===== config.mk =====
export PLATFORM = sky130hd
export DESIGN_NAME = apo_port
export DESIGN_NICKNAME = d
export VERILOG_FILES = /design/src/hdl/apo_pkg.sv /design/src/hdl/apo_port.sv /design/src/hdl/apo_fifo.sv
export SDC_FILE = /design/constraint.sdc
export NUM_CORES = 1
export LEC_CHECK = 0
export ABC_AREA = 1
export BUFFER_PORTS_ARGS = -buffer_cell sky130_fd_sc_hd__buf_2
export CORE_MARGIN = 3
export CORE_UTILIZATION = 55
export DETAILED_ROUTE_END_ITERATION = 7
export PLACE_DENSITY = 0.71
export SYNTH_ARGS = -nofsm -noshare
export SYNTH_HDL_FRONTEND = slang
export SYNTH_SLANG_ARGS = --single-unit

===== constraint.sdc =====
create_clock -name core_clk -period 3.5 [get_ports core_clk]
set_input_delay 0.35 -clock core_clk [delete_from_list [all_inputs] [get_ports core_clk]]
set_output_delay 0.35 -clock core_clk [all_outputs]
set_load 0.02 [all_outputs]

===== src/hdl/apo_pkg.sv =====
package apo_pkg;
  // result width and pipeline latency in convert clock cycles
  localparam int RESULT_W = 12;
  localparam int LATENCY = 6;
  // sample rate limits in samples per second
  localparam int RATE_MIN_SPS = 10000;
  localparam int RATE_MAX_SPS = 10000000;
  localparam int CLK_HZ = 100000000;
  // shortest convert period in core clock cycles
  localparam int CONV_PERIOD_MIN_CYC = CLK_HZ / RATE_MAX_SPS;
  localparam int FIFO_DEPTH = 32;
  localparam int SYNC_STAGES = 2;
  // code limits and reset values
  localparam logic [RESULT_W-1:0] CODE_ZERO = 12'h000;
  localparam logic [RESULT_W-1:0] CODE_FULL = 12'hfff;
  localparam logic OE_N_RESET = 1'b0;
endpackage


===== src/hdl/apo_port.sv =====
// What this block does
// - convert on rising convert clock edge only
// - results in straight offset binary code
// - first output bit msb, last lsb
// - output enable high floats data outputs
// - result appears six convert edges later
// - over-range flag set above full scale or below zero
`timescale 1ns/1ns
module apo_port
  import apo_pkg::*;
#(
  parameter int W = RESULT_W,
  parameter int LAT = LATENCY,
  parameter int DEPTH = FIFO_DEPTH
) (
  // clock and reset
  input wire logic core_clk,
  input wire logic rstn,
  // convert clock pin and output enable pin, active low
  input wire logic conv_clk,
  input wire logic out_en_n,
  // sampled value from the quantiser, as a straight offset binary code
  input wire logic samp_valid,
  output logic samp_ready,
  input wire logic [W-1:0] samp_code,
  input wire logic samp_above,
  input wire logic samp_below,
  // parallel outputs, index 0 is the first pin (msb)
  output logic [W-1:0] result_bit_o,
  output logic [W-1:0] result_bit_oe,
  output logic over_range_flag,
  output logic over_range_flag_oe
);
  logic [SYNC_STAGES-1:0] clk_sync_q;
  logic [SYNC_STAGES-1:0] clk_sync_d;
  logic [SYNC_STAGES-1:0] oe_sync_q;
  logic [SYNC_STAGES-1:0] oe_sync_d;
  logic clk_prev_q, clk_prev_d;
  logic rise;
  logic [W:0] pipe_q [LAT];
  logic [W:0] pipe_d [LAT];
  logic [W-1:0] code_sat;
  logic ovr_now;
  logic f_valid, f_ready;
  logic [W:0] f_data;
  logic [W:0] out_q, out_d;
  logic [W:0] in_word;

  // ----------------------------------------
  // pin synchronisers and edge detect
  // ----------------------------------------
  always_comb begin
    clk_sync_d = {clk_sync_q[SYNC_STAGES-2:0], conv_clk};
    oe_sync_d = {oe_sync_q[SYNC_STAGES-2:0], out_en_n};
    clk_prev_d = clk_sync_q[SYNC_STAGES-1];
    rise = clk_sync_q[SYNC_STAGES-1] && !clk_prev_q;
  end

  // ----------------------------------------
  // sample buffer
  // ----------------------------------------
  apo_fifo #(.WIDTH(W+1), .DEPTH(DEPTH)) u_fifo (
    .core_clk(core_clk),
    .rstn(rstn),
    .in_valid(samp_valid),
    .in_ready(samp_ready),
    .in_data(in_word),
    .out_valid(f_valid),
    .out_ready(f_ready),
    .out_data(f_data)
  );

  // ----------------------------------------
  // coding and pipeline
  // ----------------------------------------
  always_comb begin
    // out of range clamps to the nearest end of the code range
    in_word = {samp_above || samp_below, samp_code};
    if (samp_above) begin
      in_word[W-1:0] = CODE_FULL;
    end else if (samp_below) begin
      in_word[W-1:0] = CODE_ZERO;
    end
    f_ready = rise;
    ovr_now = f_valid && f_data[W];
    code_sat = f_valid ? f_data[W-1:0] : CODE_ZERO;
    pipe_d = pipe_q;
    if (rise) begin
      pipe_d[0] = {ovr_now, code_sat};
      for (int i = 1; i < LAT; i++) begin
        pipe_d[i] = pipe_q[i-1];
      end
    end
    // the last stage reaches the pins on the next convert edge
    out_d = rise ? pipe_q[LAT-1] : out_q;
  end

  always_ff @(posedge core_clk or negedge rstn) begin
    if (!rstn) begin
      clk_sync_q <= '0;
      oe_sync_q <= {SYNC_STAGES{OE_N_RESET}};
      clk_prev_q <= 1'b0;
      out_q <= '0;
      for (int i = 0; i < LAT; i++) begin
        pipe_q[i] <= '0;
      end
    end else begin
      clk_sync_q <= clk_sync_d;
      oe_sync_q <= oe_sync_d;
      clk_prev_q <= clk_prev_d;
      out_q <= out_d;
      pipe_q <= pipe_d;
    end
  end

  // ----------------------------------------
  // output pins
  // ----------------------------------------
  always_comb begin
    for (int i = 0; i < W; i++) begin
      result_bit_o[i] = out_q[W-1-i];
    end
    result_bit_oe = {W{!oe_sync_q[SYNC_STAGES-1]}};
    over_range_flag = out_q[W];
    over_range_flag_oe = 1'b1;
  end
endmodule


===== src/hdl/apo_fifo.sv =====
`timescale 1ns/1ns
module apo_fifo #(
  parameter int WIDTH = 13,
  parameter int DEPTH = 32
) (
  // clock and reset
  input wire logic core_clk,
  input wire logic rstn,
  // fill side
  input wire logic in_valid,
  output logic in_ready,
  input wire logic [WIDTH-1:0] in_data,
  // drain side
  output logic out_valid,
  input wire logic out_ready,
  output logic [WIDTH-1:0] out_data
);
  localparam int AW = $clog2(DEPTH);
  logic [WIDTH-1:0] mem_q [DEPTH];
  logic [WIDTH-1:0] mem_d [DEPTH];
  logic [AW-1:0] wr_q, wr_d, rd_q, rd_d;
  logic [AW:0] cnt_q, cnt_d;
  logic push, pop;

  // ----------------------------------------
  // pointers and storage
  // ----------------------------------------
  always_comb begin
    in_ready = (cnt_q != (AW+1)'(DEPTH));
    out_valid = (cnt_q != '0);
    out_data = mem_q[rd_q];
    push = in_valid && in_ready;
    pop = out_valid && out_ready;
    wr_d = push ? wr_q + 1'b1 : wr_q;
    rd_d = pop ? rd_q + 1'b1 : rd_q;
    cnt_d = cnt_q;
    if (push && !pop) begin
      cnt_d = cnt_q + 1'b1;
    end else if (pop && !push) begin
      cnt_d = cnt_q - 1'b1;
    end
    mem_d = mem_q;
    if (push) begin
      mem_d[wr_q] = in_data;
    end
  end

  always_ff @(posedge core_clk or negedge rstn) begin
    if (!rstn) begin
      wr_q <= '0;
      rd_q <= '0;
      cnt_q <= '0;
      for (int i = 0; i < DEPTH; i++) begin
        mem_q[i] <= '0;
      end
    end else begin
      wr_q <= wr_d;
      rd_q <= rd_d;
      cnt_q <= cnt_d;
      mem_q <= mem_d;
    end
  end
endmodule


==> metrics.yaml, run 1 <==
status:
  status: "finished, final reports clean"
clock_tree:
  cts.htree.levels: 2
  clock-sinks: 528
  cts_tree: "done"
  clk_latency_ns: 0.61
  cts_resized: 0
  cts-buffers-inserted: 55
  clk_path_buf_depth: 3
  clk_pin_slew_worst_paths_ns: 0.06
  clockRootBuffer: "clkbuf_16"
sta:
  max_slew.worst_pin.slew_ns: 0.978
  finalCritPeriodShare: 0.764
  finalSetupViolCount: 0
  whs_ns: 0.0883
  max_slew_margin: 0.348
  rsz0062_at_grt: "no"
  report.final.slew_viol_count: 0
  fin_skew_ns: 0.0124
  clock.fmax_mhz: 374
  final_hold_viol_count: 0
  period_needed_ns: 2.67
  fin_setup_tns_ns: 0
die:
  die_area_mm2: 0.0482
  rows: 77
  io_pins: 46
  core_area_mm2: 0.0446
  start_util: 0.563
  die_h_um: 220
  die_x_um: 220
worst_setup_path:
  critPathArrivalTime_ns: 3.15
  cp-start-kind: "flip-flop"
  path_class: "flip-flop to flip-flop"
  setup.worst_path.end_class: "flip-flop"
  cp_max_fo: 6
  required_ns: 3.98
hold_path:
  hold_class: "input port to flip-flop"
logic_synthesis:
  synth-seq-cells: 528
  yosysUniqueCellTypes: 32
  yosys-top-cells-area: "dfrtp_1, nand2_1, o21ai_0"
  syn_nets: 3131
  syn_inst: 3101
  synth_ff_type: "dfrtp_1"
  syn-cell-area_mm2: 0.0251
  ys_seq_area_frac: 0.527
  async_flop_share: 1.00
  synth_warnings: 0
  netlist.top_cell.by_area: "dfrtp_1"
  synth-edff-count: 0
  synth_top_area_share: 0.527
  syn_avg_cell_area_um2: 8.09
power_and_ir_drop:
  ir_worst_vdd_mv: 0.573
  fin_total_pwr_uw: 24200
  cellPowerDensity_mw_per_mm2: 897
  p_leak_uw: 0.0132
drt:
  via_per_inst: 5.53
  wl_per_cell_um: 17.6
  drt_wl_total_um: 64300
  drc: 0
  ant_nets: 0
  drt_pass1_iterations: 6
  vias: 20253
  drtIter0Drc: 2203
cells_and_area:
  final_layout_size_suffix_gt1_frac: 0.0759
  final_nets: 3056
  final_util: 0.605
  most-common-layout-cells: "nand2_1, dfrtp_1, o21ai_0"
  syn2layout_area_growth_pct: 7.47
  fin_cells: 3661
  layout_commonest_cell: "nand2_1"
  antenna_cells: 0
global_routing:
  grt_util_all_layers: 0.272
  grt_max_degree: 170
  grt.overflow.total: 0
  grt_pass1_wl_um: 104000
  grt_pass1_vias: 18995
  antenna_found_initial: 0
run:
  cap_violations: 0
place:
  dp_hpwl_um: 37800
  place_congestion: 0.915
  place_inst: 3558
  portBuffers: 44
==> critical path: stages, from the launching register on <==
cell and delay (ns):
dfrtp_1 0.47, nor4_4 0.40, nand2_4 0.09, nand2_4 0.10, inv_1 0.11, ha_1 0.23
inv_1 0.18, ha_1 0.32, a21oi_1 0.25, and2_1 0.19, xor2_1 0.13, o21ai_0 0.08
==> report_power, final <==
part | leakage [uW] | switching, uW | internal (uW)
sequential | 0.00687 | 1370 | 8590
clock | 0.000864 | 2400 | 3280
combinational | 0.00543 | 5710 | 2850
total | 0.0132 | 9470 | 14700
==> routing by layer <==
metal / GRT usage / up-vias / wire [um]
met4: 0.0908 / 0 / 2160
met2: 0.425 / 674 / 28700
li1: - / 9651 / -
met5: 0 / - / 0
met3: 0.0567 / 111 / 4850
met1: 0.383 / 9817 / 28600
==> stage by stage <==
| stage | area, um^2 | setup slack (ns) |
|---|---|---|
| 2_1_floorplan | 25100 | 0.869 |
| 3_3_place_gp | 25200 | 0.947 |
| 3_5_place_dp | 25200 | 0.827 |
| 4_1_cts | 27000 | 0.794 |
| 5_1_grt | 27000 | 0.585 |
| 6_report | 27000 | 0.827 |
==> cell usage after synthesis, drive strengths merged, types with 2 or more instances <==
library cell  number
nand3            292
dfrtp            528
inv              220
ha                10
xor2               5
xnor2              2
a21oi             42
buf              128
clkinv             3
o21ai            489
nor2             117
clkbuf           100
nand2           1157
==> timing repair <==
item / 4_1_cts / 5_1_grt
setup buffers: 0 / 0
hold buffers: 3 / 0
endpoints found under the hold margin: 87 / 0
==> layout make-up <==
cell class | instances | area (um^2)
repair buffers | 96 | 803
inverters | 223 | 842
clock buffers | 86 | 1640
multi-input cells | 2122 | 9610
well taps | 592 | 741
flip-flops and latches | 528 | 13200
fillers | 3873 | 17600
clock inverters | 14 | 111
==> sequential cells by signal (all words and copies together), names as in the netlist, 2 cells and up <==
name / count
u_fifo.rd_q: 5
u_fifo.cnt_q: 6
out_q: 13
u_fifo.mem_q: 416
clk_sync_q: 2
u_fifo.wr_q: 5
oe_sync_q: 2
pipe_q: 78
==> final timing paths <==
check,slack [ns],from,endpoint,cells after the start
worst min-delay path,0.09,samp_valid,u_fifo.wr_q[0],3
max in group asynchronous,2.19,rstn,pipe_q[20],3
min in group asynchronous,0.35,rstn,oe_sync_q[1],2
worst max register to register,0.83,u_fifo.cnt_q[0],u_fifo.cnt_q[3],11
worst min register to register,0.35,oe_sync_q[0],oe_sync_q[1],0
worst max-delay path,0.83,u_fifo.cnt_q[0],u_fifo.cnt_q[3],11
==> kinds of logic (layout without fill, tap and decap cells) <==
family,Yosys count,after routing,synth area share
xor+xnor,7,7,0.00244
fa+ha+maj,11,11,0.00578
buf+inv,451,419,0.0927
flops,528,528,0.527
simple gates,1569,1569,0.266
other cells,1,1,0.000149
compound gates,534,534,0.107
No activity file was read; power rests on OpenSTA's default activity.
==> inputs of run 2 (changes only) <==
PLACE_DENSITY = 0.74   (was 0.71)
clock period = 2.2 ns   (was 3.5 ns; I/O delays follow)
==> run 2 against run 1 <==
Via count grew 1.5%. Worst hold slack gained 0.0036 ns. Worst setup slack worse by 0.78 ns. Sequential cell count is the same. Design area rose by 3.8%. Power is 65% higher. Register-to-register slack worse by 0.78 ns. Clock skew increased by 0.012 ns. Sequential power rose by 60%. Sequential share of layout area down 1.8 points. Combinational power is 71% higher. Critical endpoint unchanged. Largest cell class unchanged. Largest power group unchanged. Highest routed layer unchanged.
==> metrics.yaml, run 2 (same netlist as run 1, synthesis figures left out) <==
worst_setup_path:
  setup.worst_path.end_class: "flip-flop"
  ff2ff_path_depth: 11  # unchanged
  critPathArrivalTime_ns: 2.63  # -0.52 ns
  worst_r2r_startpoint: "u_fifo.cnt_q[0]"
  required_ns: 2.68  # -1.30 ns
  cp-start-kind: "flip-flop"
  rrSetupSlack_ns: 0.05  # -0.78 ns
  cp_max_fo: 5  # -1
  rr_endpoint: "u_fifo.cnt_q[3]"
  path_class: "flip-flop to flip-flop"
global_routing:
  grt.overflow.total: 0  # unchanged
  grt_pass1_wl_um: 107000  # +3.0%
  antenna_found_initial: 0  # unchanged
  grt_max_degree: 120  # -29%
  grt_pass1_vias: 19759  # +4.0%
  grt_util_all_layers: 0.280  # +0.00723
power_and_ir_drop:
  cellPowerDensity_mw_per_mm2: 1430  # +59%
  ir_worst_vdd_mv: 0.906  # +58%
  p_leak_uw: 0.0137  # +3.9%
cells_and_area:
  layout_commonest_cell: "nand2_1"
  most-common-layout-cells: "nand2_1, dfrtp_1, o21ai_0"
  largest_register_ffs: 416  # unchanged
  final_util: 0.628  # +0.0229
  antenna_cells: 0  # unchanged
  fillers: 3691  # -4.7%
  largest_register: "u_fifo.mem_q"
  final_area_mm2: 0.0280  # +3.8%
  multi_input_area_mm2: 0.00969  # +0.87%
  final_nets: 3106  # +1.6%
  reg_top3: "u_fifo.mem_q x416, pipe_q x78, out_q x13"
  regArea_mm2: 0.0132  # unchanged
  syn2layout_area_growth_pct: 11.6
  final_layout_size_suffix_gt1_frac: 0.0977  # +0.0218
die:
  rows: 77  # unchanged
  start_util: 0.563  # unchanged
  core_area_mm2: 0.0446  # unchanged
  die_h_um: 220  # unchanged
  die_x_um: 220  # unchanged
  io_pins: 46  # unchanged
  die_area_mm2: 0.0482  # unchanged
sta:
  period_needed_ns: 2.15  # -0.522 ns
  max_slew_margin: 0.540  # +0.192
  max_slew.worst_pin.slew_ns: 0.691  # -0.287 ns
  fin_skew_ns: 0.0248  # +0.0124 ns
  report.final.slew_viol_count: 0  # unchanged
  rsz0062_at_grt: "yes"
  finalCritPeriodShare: 0.978  # +0.214
  finalSetupViolCount: 0  # unchanged
  clock.fmax_mhz: 465  # +24%
  final_hold_viol_count: 0  # unchanged
  fin_setup_tns_ns: 0  # unchanged
drt:
  drt_pass1_iterations: 8  # +2
  vias: 20558  # +1.5%
  drc: 0  # unchanged
  drtIter0Drc: 2450  # +11%
  wl_per_cell_um: 17.7  # +1.0%
  ant_nets: 0  # unchanged
  via_per_inst: 5.54  # about the same
  drt_wl_total_um: 65900  # +2.5%
clock_tree:
  cts.htree.levels: 2  # unchanged
  clk_path_buf_depth: 3  # unchanged
  clockRootBuffer: "clkbuf_16"
  clk_latency_ns: 0.61  # about the same
  cts-buffers-inserted: 55  # unchanged
  cts_tree: "done"
  clk_pin_slew_worst_paths_ns: 0.06  # about the same
  clock-sinks: 528  # unchanged
place:
  dp_hpwl_um: 39400  # +4.1%
  post_dp_cell_area_mm2: 0.0260  # +3.1%
  portBuffers: 44  # unchanged
  place_congestion: 0.896  # -2.1%
hold_path:
  hold_class: "input port to asynchronous set/reset pin"
status:
  status: "finished, final reports clean"
run:
  cap_violations: 0  # unchanged
[run 2: per-layer routing]
| metal | vias to the layer above | wire length (um) | GRT usage |
|---|---|---|---|
| met2 | 823 | 29700 | 0.434 |
| met5 | - | 0 | 0 |
| met1 | 9826 | 27800 | 0.387 |
| met4 | 0 | 2690 | 0.110 |
| met3 | 148 | 5740 | 0.0612 |
| li1 | 9761 | - | - |
[run 2: worst max-delay path, stage by stage, from the launching register on]
cell,delay [ns]
dfrtp_1,0.40
nor4_4,0.35
nand2_4,0.14
nand2_8,0.10
inv_6,0.03
ha_4,0.17
inv_8,0.08
ha_4,0.22
a21oi_4,0.17
and2_4,0.16
xor2_1,0.14
o21ai_1,0.07
[run 2: how the worst max path moves through the flow]
stage,from,end
2_1_floorplan,u_fifo.cnt_q[3],u_fifo.cnt_q[3]
6_report,u_fifo.cnt_q[0],u_fifo.cnt_q[3]
4_1_cts,u_fifo.cnt_q[0],samp_ready
3_5_place_dp,u_fifo.cnt_q[2],u_fifo.cnt_q[3]
5_1_grt,u_fifo.cnt_q[0],u_fifo.cnt_q[4]
3_3_place_gp,u_fifo.cnt_q[2],u_fifo.cnt_q[5]
[run 2: power by group]
part           leakage [uW]  internal, uW  switching [uW]
combinational       0.00586          5200            9350
sequential          0.00687         13700            2210
clock              0.000946          5730            3880
[run 2: repair_timing]
item | CTS | global route
cloned | 1 | 0
pin swaps | 2 | 4
hold endpoints to repair | 466 | 0
buffers inserted | 1 | 3
hold buffers | 3 | 0
gates resized for setup | 2 | 4
setup endpoints to repair | 4 | 4
[run 2: cell type report]
class,instances,area share
multi-input combinational,2122,0.346
inverter,223,0.0306
clock inverter,17,0.00644
tap,592,0.0265
sequential,528,0.472
timing repair buffer,146,0.0564
clock buffer,86,0.0616
[run 2: stage by stage]
step,hold WS (ns),instances,power (uW),setup slack (ns)
after global placement,0.119,3603,29500,-0.0400
after global routing,0.0976,3714,43000,-0.0713
after floorplan,-0.0756,3101,25400,-0.186
final,0.0919,3714,40000,0.0485
after CTS,0.0815,3711,39900,0.0267
after detailed placement,0.125,3603,30100,-0.0511
